--- config.mk ---
export PLATFORM = sky130hd
export DESIGN_NAME = sviu_core
export DESIGN_NICKNAME = d
export VERILOG_FILES = /design/src/sviu_pkg.sv /design/src/sviu_core.sv
export VERILOG_INCLUDE_DIRS = /design/src
export SDC_FILE = /design/constraint.sdc
export NUM_CORES = 1
export LEC_CHECK = 0
export ABC_AREA = 1
export BUFFER_PORTS_ARGS = -buffer_cell sky130_fd_sc_hd__buf_2
export CAP_MARGIN = 25
export CORE_MARGIN = 2
export CORE_UTILIZATION = 47
export DETAILED_ROUTE_END_ITERATION = 6
export GPL_TIMING_DRIVEN = 0
export PLACE_DENSITY_LB_ADDON = 0.1
export SYNTH_ARGS = -nofsm -noshare
export SYNTH_HDL_FRONTEND = slang
export SYNTH_SLANG_ARGS = --single-unit
--- constraint.sdc ---
create_clock -name sys_clk_i -period 1.7 [get_ports sys_clk_i]
set_input_delay 0.34 -clock sys_clk_i [delete_from_list [all_inputs] [get_ports sys_clk_i]]
set_output_delay 0.34 -clock sys_clk_i [all_outputs]
set_load 0.01 [all_outputs]
--- src/sviu_defs.svh ---
`ifndef SVIU_DEFS_SVH
`define SVIU_DEFS_SVH
// Notes on behaviour
// - six sources: two pins, two counters, two ticks
// - two control registers at indices 0BH, 1EH
// - register A: master, three enables, three flags
// - register B: three enables, three flags, gaps zero
// - servicing clears master; new requests only flag
// - full stack blocks acknowledge; flag stays pending
// - every source can wake a halted core
// - push only program counter, then branch
// - falling pin edge sets its pin flag
// - pin vectors 04H and 08H, clear flag, master
// - counter A flag, vector 0CH, clears
// - counter B flag, vector 10H, clears
// - tick vectors 14H and 18H, clears
// - fixed priority pin A first, clock tick last
// - irq return sets master; plain return does not
// - service happens on phase-two strobe

// ---------------------------------------------------------------
// register indices; byte address is four times the index
// ---------------------------------------------------------------
`define SVIU_IDX_CTRL_A 6'h0B
`define SVIU_IDX_CTRL_B 6'h1E
`define SVIU_IDX_EV_STAT 6'h20
`define SVIU_IDX_EV_MASK 6'h21
`define SVIU_CTRL_RST 8'h00
`define SVIU_EV_RST 3'h0

// ---------------------------------------------------------------
// field positions
// ---------------------------------------------------------------
`define SVIU_A_MASTER 0
`define SVIU_A_EN_LSB 1
`define SVIU_A_FLAG_LSB 4
`define SVIU_B_EN_LSB 0
`define SVIU_B_FLAG_LSB 4
`define SVIU_EV_SERVICED 0
`define SVIU_EV_BLOCKED 1
`define SVIU_EV_WAKE 2
`define SVIU_ST_IN_SERVICE 4

// ---------------------------------------------------------------
// branch vectors
// ---------------------------------------------------------------
`define SVIU_VEC_PIN_A 12'h004
`define SVIU_VEC_PIN_B 12'h008
`define SVIU_VEC_CNT_A 12'h00C
`define SVIU_VEC_CNT_B 12'h010
`define SVIU_VEC_TICK_BASE 12'h014
`define SVIU_VEC_CLK_TICK 12'h018
`endif

--- src/sviu_pkg.sv ---
package sviu_pkg;
  typedef enum logic [2:0] {
    SVIU_SRC_PIN_A = 3'b000,
    SVIU_SRC_PIN_B = 3'b001,
    SVIU_SRC_CNT_A = 3'b010,
    SVIU_SRC_CNT_B = 3'b011,
    SVIU_SRC_TICK_BASE = 3'b100,
    SVIU_SRC_CLK_TICK = 3'b101,
    SVIU_SRC_NONE = 3'b111
  } sviu_src_t;

  typedef enum logic [2:0] {
    SVIU_REG_CTRL_A = 3'b000,
    SVIU_REG_CTRL_B = 3'b001,
    SVIU_REG_EV_STAT = 3'b010,
    SVIU_REG_EV_MASK = 3'b011,
    SVIU_REG_NONE = 3'b111
  } sviu_reg_t;

  typedef enum logic [0:0] {
    SVIU_ST_IDLE = 1'b0,
    SVIU_ST_SERVICE = 1'b1
  } sviu_state_t;
endpackage

--- src/sviu_core.sv ---
`timescale 1ns/1ps
`include "sviu_defs.svh"
module sviu_core
  import sviu_pkg::*;
(
  input wire logic sys_clk_i,
  input wire logic rst_i,
  input wire logic psel_i,
  input wire logic penable_i,
  input wire logic pwrite_i,
  input wire logic [7:0] paddr_i,
  input wire logic [31:0] pwdata_i,
  input wire logic [3:0] pstrb_i,
  output logic [31:0] prdata_o,
  output logic pready_o,
  output logic pslverr_o,
  input wire logic ext_irq_pin_a_n_i,
  input wire logic ext_irq_pin_b_n_i,
  input wire logic counter_a_ovf_i,
  input wire logic counter_b_ovf_i,
  input wire logic tick_base_i,
  input wire logic clock_tick_i,
  input wire logic cycle_phase_two_i,
  input wire logic stack_full_i,
  input wire logic return_from_irq_op_i,
  input wire logic halted_i,
  output logic irq_call_o,
  output logic [11:0] irq_vector_o,
  output logic wake_o,
  output logic irq_o
);

  // ---------------------------------------------------------------
  // decode helpers
  // ---------------------------------------------------------------
  function automatic sviu_reg_t reg_decode(input logic [7:0] addr);
    sviu_reg_t r;
    r = SVIU_REG_NONE;
    if (addr == {`SVIU_IDX_CTRL_A, 2'b00}) begin
      r = SVIU_REG_CTRL_A;
    end else if (addr == {`SVIU_IDX_CTRL_B, 2'b00}) begin
      r = SVIU_REG_CTRL_B;
    end else if (addr == {`SVIU_IDX_EV_STAT, 2'b00}) begin
      r = SVIU_REG_EV_STAT;
    end else if (addr == {`SVIU_IDX_EV_MASK, 2'b00}) begin
      r = SVIU_REG_EV_MASK;
    end
    return r;
  endfunction

  function automatic sviu_src_t pick_source(input logic [5:0] pend);
    sviu_src_t s;
    s = SVIU_SRC_NONE;
    // lowest index wins: pin A highest, clock tick lowest
    for (int i = 5; i >= 0; i--) begin
      if (pend[i]) begin
        s = sviu_src_t'(i[2:0]);
      end
    end
    return s;
  endfunction

  function automatic logic [11:0] vector_of(input sviu_src_t s);
    logic [11:0] v;
    case (s)
      SVIU_SRC_PIN_A: v = `SVIU_VEC_PIN_A;
      SVIU_SRC_PIN_B: v = `SVIU_VEC_PIN_B;
      SVIU_SRC_CNT_A: v = `SVIU_VEC_CNT_A;
      SVIU_SRC_CNT_B: v = `SVIU_VEC_CNT_B;
      SVIU_SRC_TICK_BASE: v = `SVIU_VEC_TICK_BASE;
      SVIU_SRC_CLK_TICK: v = `SVIU_VEC_CLK_TICK;
      default: v = 12'h000;
    endcase
    return v;
  endfunction

  // ---------------------------------------------------------------
  // apb access
  // ---------------------------------------------------------------
  sviu_reg_t sel;
  logic apb_wr;
  logic apb_setup_rd;
  logic wr_a;
  logic wr_b;
  logic wr_stat;
  logic wr_mask;
  logic [7:0] wbyte;

  assign sel = reg_decode(paddr_i);
  assign apb_wr = psel_i & penable_i & pwrite_i;
  assign apb_setup_rd = psel_i & ~penable_i & ~pwrite_i;
  assign wbyte = pwdata_i[7:0];
  assign wr_a = apb_wr & pstrb_i[0] & (sel == SVIU_REG_CTRL_A);
  assign wr_b = apb_wr & pstrb_i[0] & (sel == SVIU_REG_CTRL_B);
  assign wr_stat = apb_wr & pstrb_i[0] & (sel == SVIU_REG_EV_STAT);
  assign wr_mask = apb_wr & pstrb_i[0] & (sel == SVIU_REG_EV_MASK);
  assign pready_o = 1'b1;
  assign pslverr_o = psel_i & penable_i & (sel == SVIU_REG_NONE);

  // ---------------------------------------------------------------
  // pin synchronisers and falling edge detect
  // ---------------------------------------------------------------
  logic [1:0] pin_meta_q;
  logic [1:0] pin_sync_q;
  logic [1:0] pin_prev_q;
  logic [1:0] pin_fall;

  always_ff @(posedge sys_clk_i or posedge rst_i) begin
    if (rst_i) begin
      pin_meta_q <= 2'h3;
      pin_sync_q <= 2'h3;
      pin_prev_q <= 2'h3;
    end else begin
      pin_meta_q <= {ext_irq_pin_b_n_i, ext_irq_pin_a_n_i};
      pin_sync_q <= pin_meta_q;
      pin_prev_q <= pin_sync_q;
    end
  end

  assign pin_fall = pin_prev_q & ~pin_sync_q;

  // ---------------------------------------------------------------
  // enables, flags and service decision
  // ---------------------------------------------------------------
  logic master_q;
  logic [5:0] en_q;
  logic [5:0] flag_q;
  logic [5:0] flag_d;
  logic [5:0] ev_set;
  logic [5:0] pend_en;
  logic [5:0] svc_clr;
  logic take;
  logic blocked;
  sviu_src_t src;
  sviu_state_t state_q;

  assign ev_set = {clock_tick_i, tick_base_i, counter_b_ovf_i, counter_a_ovf_i,
                   pin_fall};
  assign pend_en = flag_q & en_q;
  assign src = pick_source(pend_en);
  // servicing only on the phase-two strobe keeps the core's call sequence aligned
  assign take = cycle_phase_two_i & master_q & ~stack_full_i & (|pend_en);
  assign blocked = cycle_phase_two_i & master_q & stack_full_i & (|pend_en);
  assign svc_clr = take ? (6'h01 << src) : 6'h00;

  generate
    for (genvar i = 0; i < 6; i++) begin : g_flag
      logic wr_hit;
      logic wr_val;
      if (i < 3) begin : g_a
        assign wr_hit = wr_a;
        assign wr_val = wbyte[`SVIU_A_FLAG_LSB + i];
      end else begin : g_b
        assign wr_hit = wr_b;
        assign wr_val = wbyte[`SVIU_B_FLAG_LSB + i - 3];
      end
      // a new event wins over a software or service clear
      assign flag_d[i] = ((wr_hit ? wr_val : flag_q[i]) & ~svc_clr[i]) | ev_set[i];
    end
  endgenerate

  always_ff @(posedge sys_clk_i or posedge rst_i) begin
    if (rst_i) begin
      flag_q <= 6'h00;
    end else begin
      flag_q <= flag_d;
    end
  end

  always_ff @(posedge sys_clk_i or posedge rst_i) begin
    if (rst_i) begin
      en_q <= 6'h00;
    end else begin
      if (wr_a) begin
        en_q[2:0] <= wbyte[`SVIU_A_EN_LSB +: 3];
      end
      if (wr_b) begin
        en_q[5:3] <= wbyte[`SVIU_B_EN_LSB +: 3];
      end
    end
  end

  always_ff @(posedge sys_clk_i or posedge rst_i) begin
    if (rst_i) begin
      master_q <= 1'b0;
    end else if (take) begin
      master_q <= 1'b0;
    end else if (return_from_irq_op_i) begin
      master_q <= 1'b1;
    end else if (wr_a) begin
      master_q <= wbyte[`SVIU_A_MASTER];
    end
  end

  always_ff @(posedge sys_clk_i or posedge rst_i) begin
    if (rst_i) begin
      state_q <= SVIU_ST_IDLE;
    end else begin
      case (state_q)
        SVIU_ST_IDLE: begin
          if (take) begin
            state_q <= SVIU_ST_SERVICE;
          end
        end
        SVIU_ST_SERVICE: begin
          if (return_from_irq_op_i & ~take) begin
            state_q <= SVIU_ST_IDLE;
          end
        end
        default: state_q <= SVIU_ST_IDLE;
      endcase
    end
  end

  // ---------------------------------------------------------------
  // call request to the sequencer
  // ---------------------------------------------------------------
  always_ff @(posedge sys_clk_i or posedge rst_i) begin
    if (rst_i) begin
      irq_call_o <= 1'b0;
      irq_vector_o <= 12'h000;
    end else begin
      irq_call_o <= take;
      if (take) begin
        irq_vector_o <= vector_of(src);
      end
    end
  end

  // any enabled pending source wakes, master enable not needed
  assign wake_o = halted_i & (|pend_en);

  // ---------------------------------------------------------------
  // event status, mask and interrupt line
  // ---------------------------------------------------------------
  logic [2:0] ev_stat_q;
  logic [2:0] ev_mask_q;
  logic [2:0] ev_now;
  logic wake_prev_q;

  assign ev_now = {wake_o & ~wake_prev_q, blocked, take};

  always_ff @(posedge sys_clk_i or posedge rst_i) begin
    if (rst_i) begin
      wake_prev_q <= 1'b0;
      ev_stat_q <= `SVIU_EV_RST;
    end else begin
      wake_prev_q <= wake_o;
      ev_stat_q <= (ev_stat_q & ~(wr_stat ? wbyte[2:0] : 3'h0)) | ev_now;
    end
  end

  always_ff @(posedge sys_clk_i or posedge rst_i) begin
    if (rst_i) begin
      ev_mask_q <= `SVIU_EV_RST;
    end else if (wr_mask) begin
      ev_mask_q <= wbyte[2:0];
    end
  end

  assign irq_o = |(ev_stat_q & ev_mask_q);

  // ---------------------------------------------------------------
  // read data, captured in the setup phase
  // ---------------------------------------------------------------
  always_ff @(posedge sys_clk_i or posedge rst_i) begin
    if (rst_i) begin
      prdata_o <= 32'h0000_0000;
    end else if (apb_setup_rd) begin
      case (sel)
        SVIU_REG_CTRL_A: prdata_o <= {24'h00_0000, 1'b0, flag_q[2:0], en_q[2:0],
                                      master_q};
        SVIU_REG_CTRL_B: prdata_o <= {24'h00_0000, 1'b0, flag_q[5:3], 1'b0,
                                      en_q[5:3]};
        SVIU_REG_EV_STAT: prdata_o <= {27'h000_0000, state_q == SVIU_ST_SERVICE,
                                       1'b0, ev_stat_q};
        SVIU_REG_EV_MASK: prdata_o <= {29'h0000_0000, ev_mask_q};
        default: prdata_o <= 32'h0000_0000;
      endcase
    end
  end

  // ---------------------------------------------------------------
  // checks
  // ---------------------------------------------------------------
  property p_call_follows_take;
    @(posedge sys_clk_i) disable iff (rst_i)
    take |=> irq_call_o ##1 (!irq_call_o || $past(take));
  endproperty
  a_call_follows_take: assert property (p_call_follows_take)
    else $error("call did not follow service decision");

  property p_master_cleared;
    @(posedge sys_clk_i) disable iff (rst_i)
    irq_call_o |-> !master_q;
  endproperty
  a_master_cleared: assert property (p_master_cleared)
    else $error("master enable still set after call");

  property p_full_stack_blocks;
    @(posedge sys_clk_i) disable iff (rst_i)
    stack_full_i && cycle_phase_two_i && !(take) |=> !irq_call_o;
  endproperty
  a_full_stack_blocks: assert property (p_full_stack_blocks)
    else $error("call issued with full stack");

  property p_full_stack_keeps_flag;
    @(posedge sys_clk_i) disable iff (rst_i)
    blocked && pend_en[0] && !wr_a |=> flag_q[0];
  endproperty
  a_full_stack_keeps_flag: assert property (p_full_stack_keeps_flag)
    else $error("pending flag lost while stack full");

  property p_pin_a_vector;
    @(posedge sys_clk_i) disable iff (rst_i)
    take && pend_en[0] |=> irq_call_o && irq_vector_o == 12'h004;
  endproperty
  a_pin_a_vector: assert property (p_pin_a_vector)
    else $error("pin A vector wrong");

  property p_clk_tick_vector;
    @(posedge sys_clk_i) disable iff (rst_i)
    take && pend_en == 6'h20 |=> irq_vector_o == 12'h018;
  endproperty
  a_clk_tick_vector: assert property (p_clk_tick_vector)
    else $error("clock tick vector wrong");

  property p_flag_cleared_on_service;
    @(posedge sys_clk_i) disable iff (rst_i)
    take && pend_en[2] && pend_en[1:0] == 2'h0 && !counter_a_ovf_i && !wr_a
      |=> !flag_q[2];
  endproperty
  a_flag_cleared_on_service: assert property (p_flag_cleared_on_service)
    else $error("counter A flag not cleared on service");

  property p_return_from_irq_op_sets_master;
    @(posedge sys_clk_i) disable iff (rst_i)
    return_from_irq_op_i && !take |=> master_q;
  endproperty
  a_return_from_irq_op_sets_master: assert property (p_return_from_irq_op_sets_master)
    else $error("irq return did not set master enable");

  property p_disabled_no_call;
    @(posedge sys_clk_i) disable iff (rst_i)
    cycle_phase_two_i && (flag_q & en_q) == 6'h00 |=> !irq_call_o;
  endproperty
  a_disabled_no_call: assert property (p_disabled_no_call)
    else $error("call without enabled pending source");

  property p_counter_b_sets_flag;
    @(posedge sys_clk_i) disable iff (rst_i)
    counter_b_ovf_i |=> flag_q[3];
  endproperty
  a_counter_b_sets_flag: assert property (p_counter_b_sets_flag)
    else $error("counter B overflow not flagged");

  property p_pin_fall_sets_flag;
    @(posedge sys_clk_i) disable iff (rst_i)
    $fell(pin_sync_q[1]) |-> ##1 flag_q[1];
  endproperty
  a_pin_fall_sets_flag: assert property (p_pin_fall_sets_flag)
    else $error("pin B falling edge not flagged");

  property p_unused_read_zero;
    @(posedge sys_clk_i) disable iff (rst_i)
    $past(apb_setup_rd) && $past(sel) == SVIU_REG_CTRL_B |-> !prdata_o[7] && !prdata_o[3];
  endproperty
  a_unused_read_zero: assert property (p_unused_read_zero)
    else $error("unused bit of register B read nonzero");

endmodule

==> results.py <==
metrics = {
    "status": {
        "status": "finished clean",
    },
    "routing": {
        "topRoutingLayerUsed": "met4",
        "detail_route.iter0.violations": 71,
        "detail-route-antenna-nets": 0,
        "via_count": 2014,
        "drt_wl_total_mm": 4.84,
        "wl_met3_um": 279,
        "wl_per_cell_um": 10.5,
        "dr.pass1.iters": 4,
        "met1_length_mm": 2.19,
        "dr_wl_met2_mm": 2.27,
        "drcViolationCount": 0,
        "via_per_inst": 4.37,
    },
    "critical_path": {
        "worstPathRequired_ps": 1360,
        "r2r_start": "en_q[4]",
        "r2r_cells": 7,
        "critPathArrivalTime_ps": 1310,
        "end_kind": "output pin",
        "worstSetupPathType": "reg2out",
        "reg2reg_to": "flag_q[1]",
        "cp-start-kind": "flip-flop",
        "crit_fanout": 4,
        "rrSetupSlack_ps": 200,
    },
    "clock_network": {
        "clkTransAtPathRegs_ps": 70,
        "clk_latency_ps": 290,
        "numCtsBuffers": 5,
        "clock-sinks": 38,
        "cts_tree": "yes",
        "h-tree-depth": 2,
        "cts.path.max_buffers": 2,
        "cts_root_buffer": "clkbuf_8",
    },
    "place": {
        "dpl.cell_count": 448,
        "dp_hpwl_mm": 3.74,
        "portBuffers": 44,
        "gp_congestion": 0.834,
        "placed_cell_area_um2": 2720,
    },
    "timing": {
        "worst_pin_slew_ps": 769,
        "fin_skew_ps": 6.11,
        "fmax_mhz": 607,
        "fin_tns_setup_ps": 0,
        "min_period_ps": 1650,
        "setup_viol": 0,
        "slew_viol_final": 0,
        "period_share_pct": 96.9,
        "relSlewSlack_pct": 48.7,
        "whs_ps": 147,
        "hold_violations": 0,
    },
    "logic_synthesis": {
        "yosysSeqAreaShare_pct": 41.9,
        "synth-edff-count": 0,
        "yosysWarnings": 0,
        "synth_area_um2": 2290,
        "yosysMostFrequentCell": "nand2_1",
        "synth_common_cells": "109 x nand2_1, 37 x nand3_1, 35 x buf_4",
        "synth.area.top_cells": "dfrtp_1 35%, nand2_1 18%, buf_4 11%",
        "ys_types": 24,
        "synth_seq_cells": 38,
        "synth_top_area_share_pct": 35.0,
        "yosysTopAreaCell": "dfrtp_1",
        "synth_ff_type": "dfrtp_1",
        "syn_area_per_cell_um2": 7.53,
        "ys_async_sr_fraction_pct": 100,
        "syn_inst": 304,
    },
    "flow_run": {
        "maxCapViolations": 0,
    },
    "die": {
        "core_area_um2": 4720,
        "initial_core_util_pct": 48.5,
        "std_cell_rows": 25,
        "die_h_um": 73.8,
        "dieArea_um2": 5450,
        "dieWidth_um": 73.8,
        "num_io_pins": 108,
    },
    "finish": {
        "final_core_util_pct": 61.7,
        "nFillCells": 436,
        "final_cells": 461,
        "drive_gt1_share_pct": 31.7,
        "layout.nets": 452,
        "final_cell_area_um2": 2920,
        "antenna_cells": 0,
        "area_growth_pct": 27.4,
    },
    "global_route": {
        "grt_pass1_wl_mm": 7.62,
        "grt_overflow_total": 0,
        "grt_pass1_vias": 1728,
        "grt_usage_pct": 18.5,
        "antenna_found_initial": 0,
        "grt_max_degree": 39,
    },
    "pwr": {
        "power_density_nw_per_um2": 755,
        "power.leakage_nw": 1.69,
        "ir_drop_mv": 0.534,
    },
    "min_path": {
        "min_path_type": "in2reg",
        "min_from": "ext_irq_pin_a_n_i",
        "min_to": "pin_meta_q[0]",
        "whs_path_depth": 1,
    },
}
## cell usage in the layout, fill, tap and decap left out, types with 6 or more instances in the layout
master and count:
conb_1 35, inv_1 26, nand2_2 8, dfrtp_1 32
dfstp_2 6, nand3_1 37, nand2_1 105, clkbuf_8 6
buf_2 44, nor2_1 13, o21ai_0 10, buf_4 40
## kinds of logic after synthesis
family | count (synthesis) | share of synthesized area (%)
compound gates | 21 | 4.86
flops | 38 | 41.9
buf+inv | 66 | 16.6
other cells | 2 | 0.328
simple gates | 177 | 36.3
## worst max path at each step
stage                     from      endpoint  slack [ps]  cells past startpoint
finish                 en_q[4]        wake_o          50                      5
global route           en_q[4]        wake_o         -10                      5
CTS                    en_q[0]        wake_o          30                      5
detailed placement  paddr_i[6]     pslverr_o         120                      8
global placement         rst_i  ev_mask_q[0]           2                      2
floorplan            flag_q[3]        wake_o         380                      4
## worst max-delay path, stage by stage (launching register included)
cell and delay (ps):
dfrtp_1 400, nand2_1 80, nand2_1 100, inv_1 90, a21boi_2 180, buf_2 160
## what timing repair did
action                                  in CTS  in global routing
endpoints found under the setup margin       1                  1
resized for setup                            4                  3
cloned                                       0                  0
setup buffers                                0                  5
pin swaps                                    0                  2
hold buffers                                 0                  0
## sequential cells by signal, summed over array words and instances, names as in the netlist
register / flops
en_q: 6
ev_mask_q: 3
ev_stat_q: 3
flag_q: 6
irq_call_o: 1
irq_vector_o: 3
master_q: 1
pin_meta_q: 2
pin_prev_q: 2
pin_sync_q: 2
prdata_o: 7
state_q: 1
wake_prev_q: 1
## stage by stage
stage          power (mW)  setup slack, ps
6_report             2.20             52.6
5_1_grt              2.29            -11.4
4_1_cts              2.22             25.3
3_5_place_dp         1.28              119
3_3_place_gp         1.28             1.67
2_1_floorplan        1.19              382
## where the power goes
part | internal, mW | switching, mW | leakage, nW
registers | 0.952 | 0.0301 | 0.469
logic | 0.119 | 0.167 | 1.15
clock network | 0.626 | 0.307 | 0.0714
total | 1.70 | 0.504 | 1.69
## cell type report
cell class	instances	area (µm²)	share of cell area [%]
sequential	38	958	32.9
timing repair buffer	49	258	8.84
buffer	35	263	9.01
multi-input combinational	233	1090	37.5
clock buffer	6	82.6	2.83
inverter	31	118	4.03
tap	67	83.8	2.87
clock inverter	2	60.1	2.06
## per-layer routing
metal	track usage [%]	vias to the layer above
li1	-	1066
met1	24.6	871
met2	29.6	69
met3	3.98	8
met4	6.67	0
met5	0	-
Power figures use the tool's default switching activity.
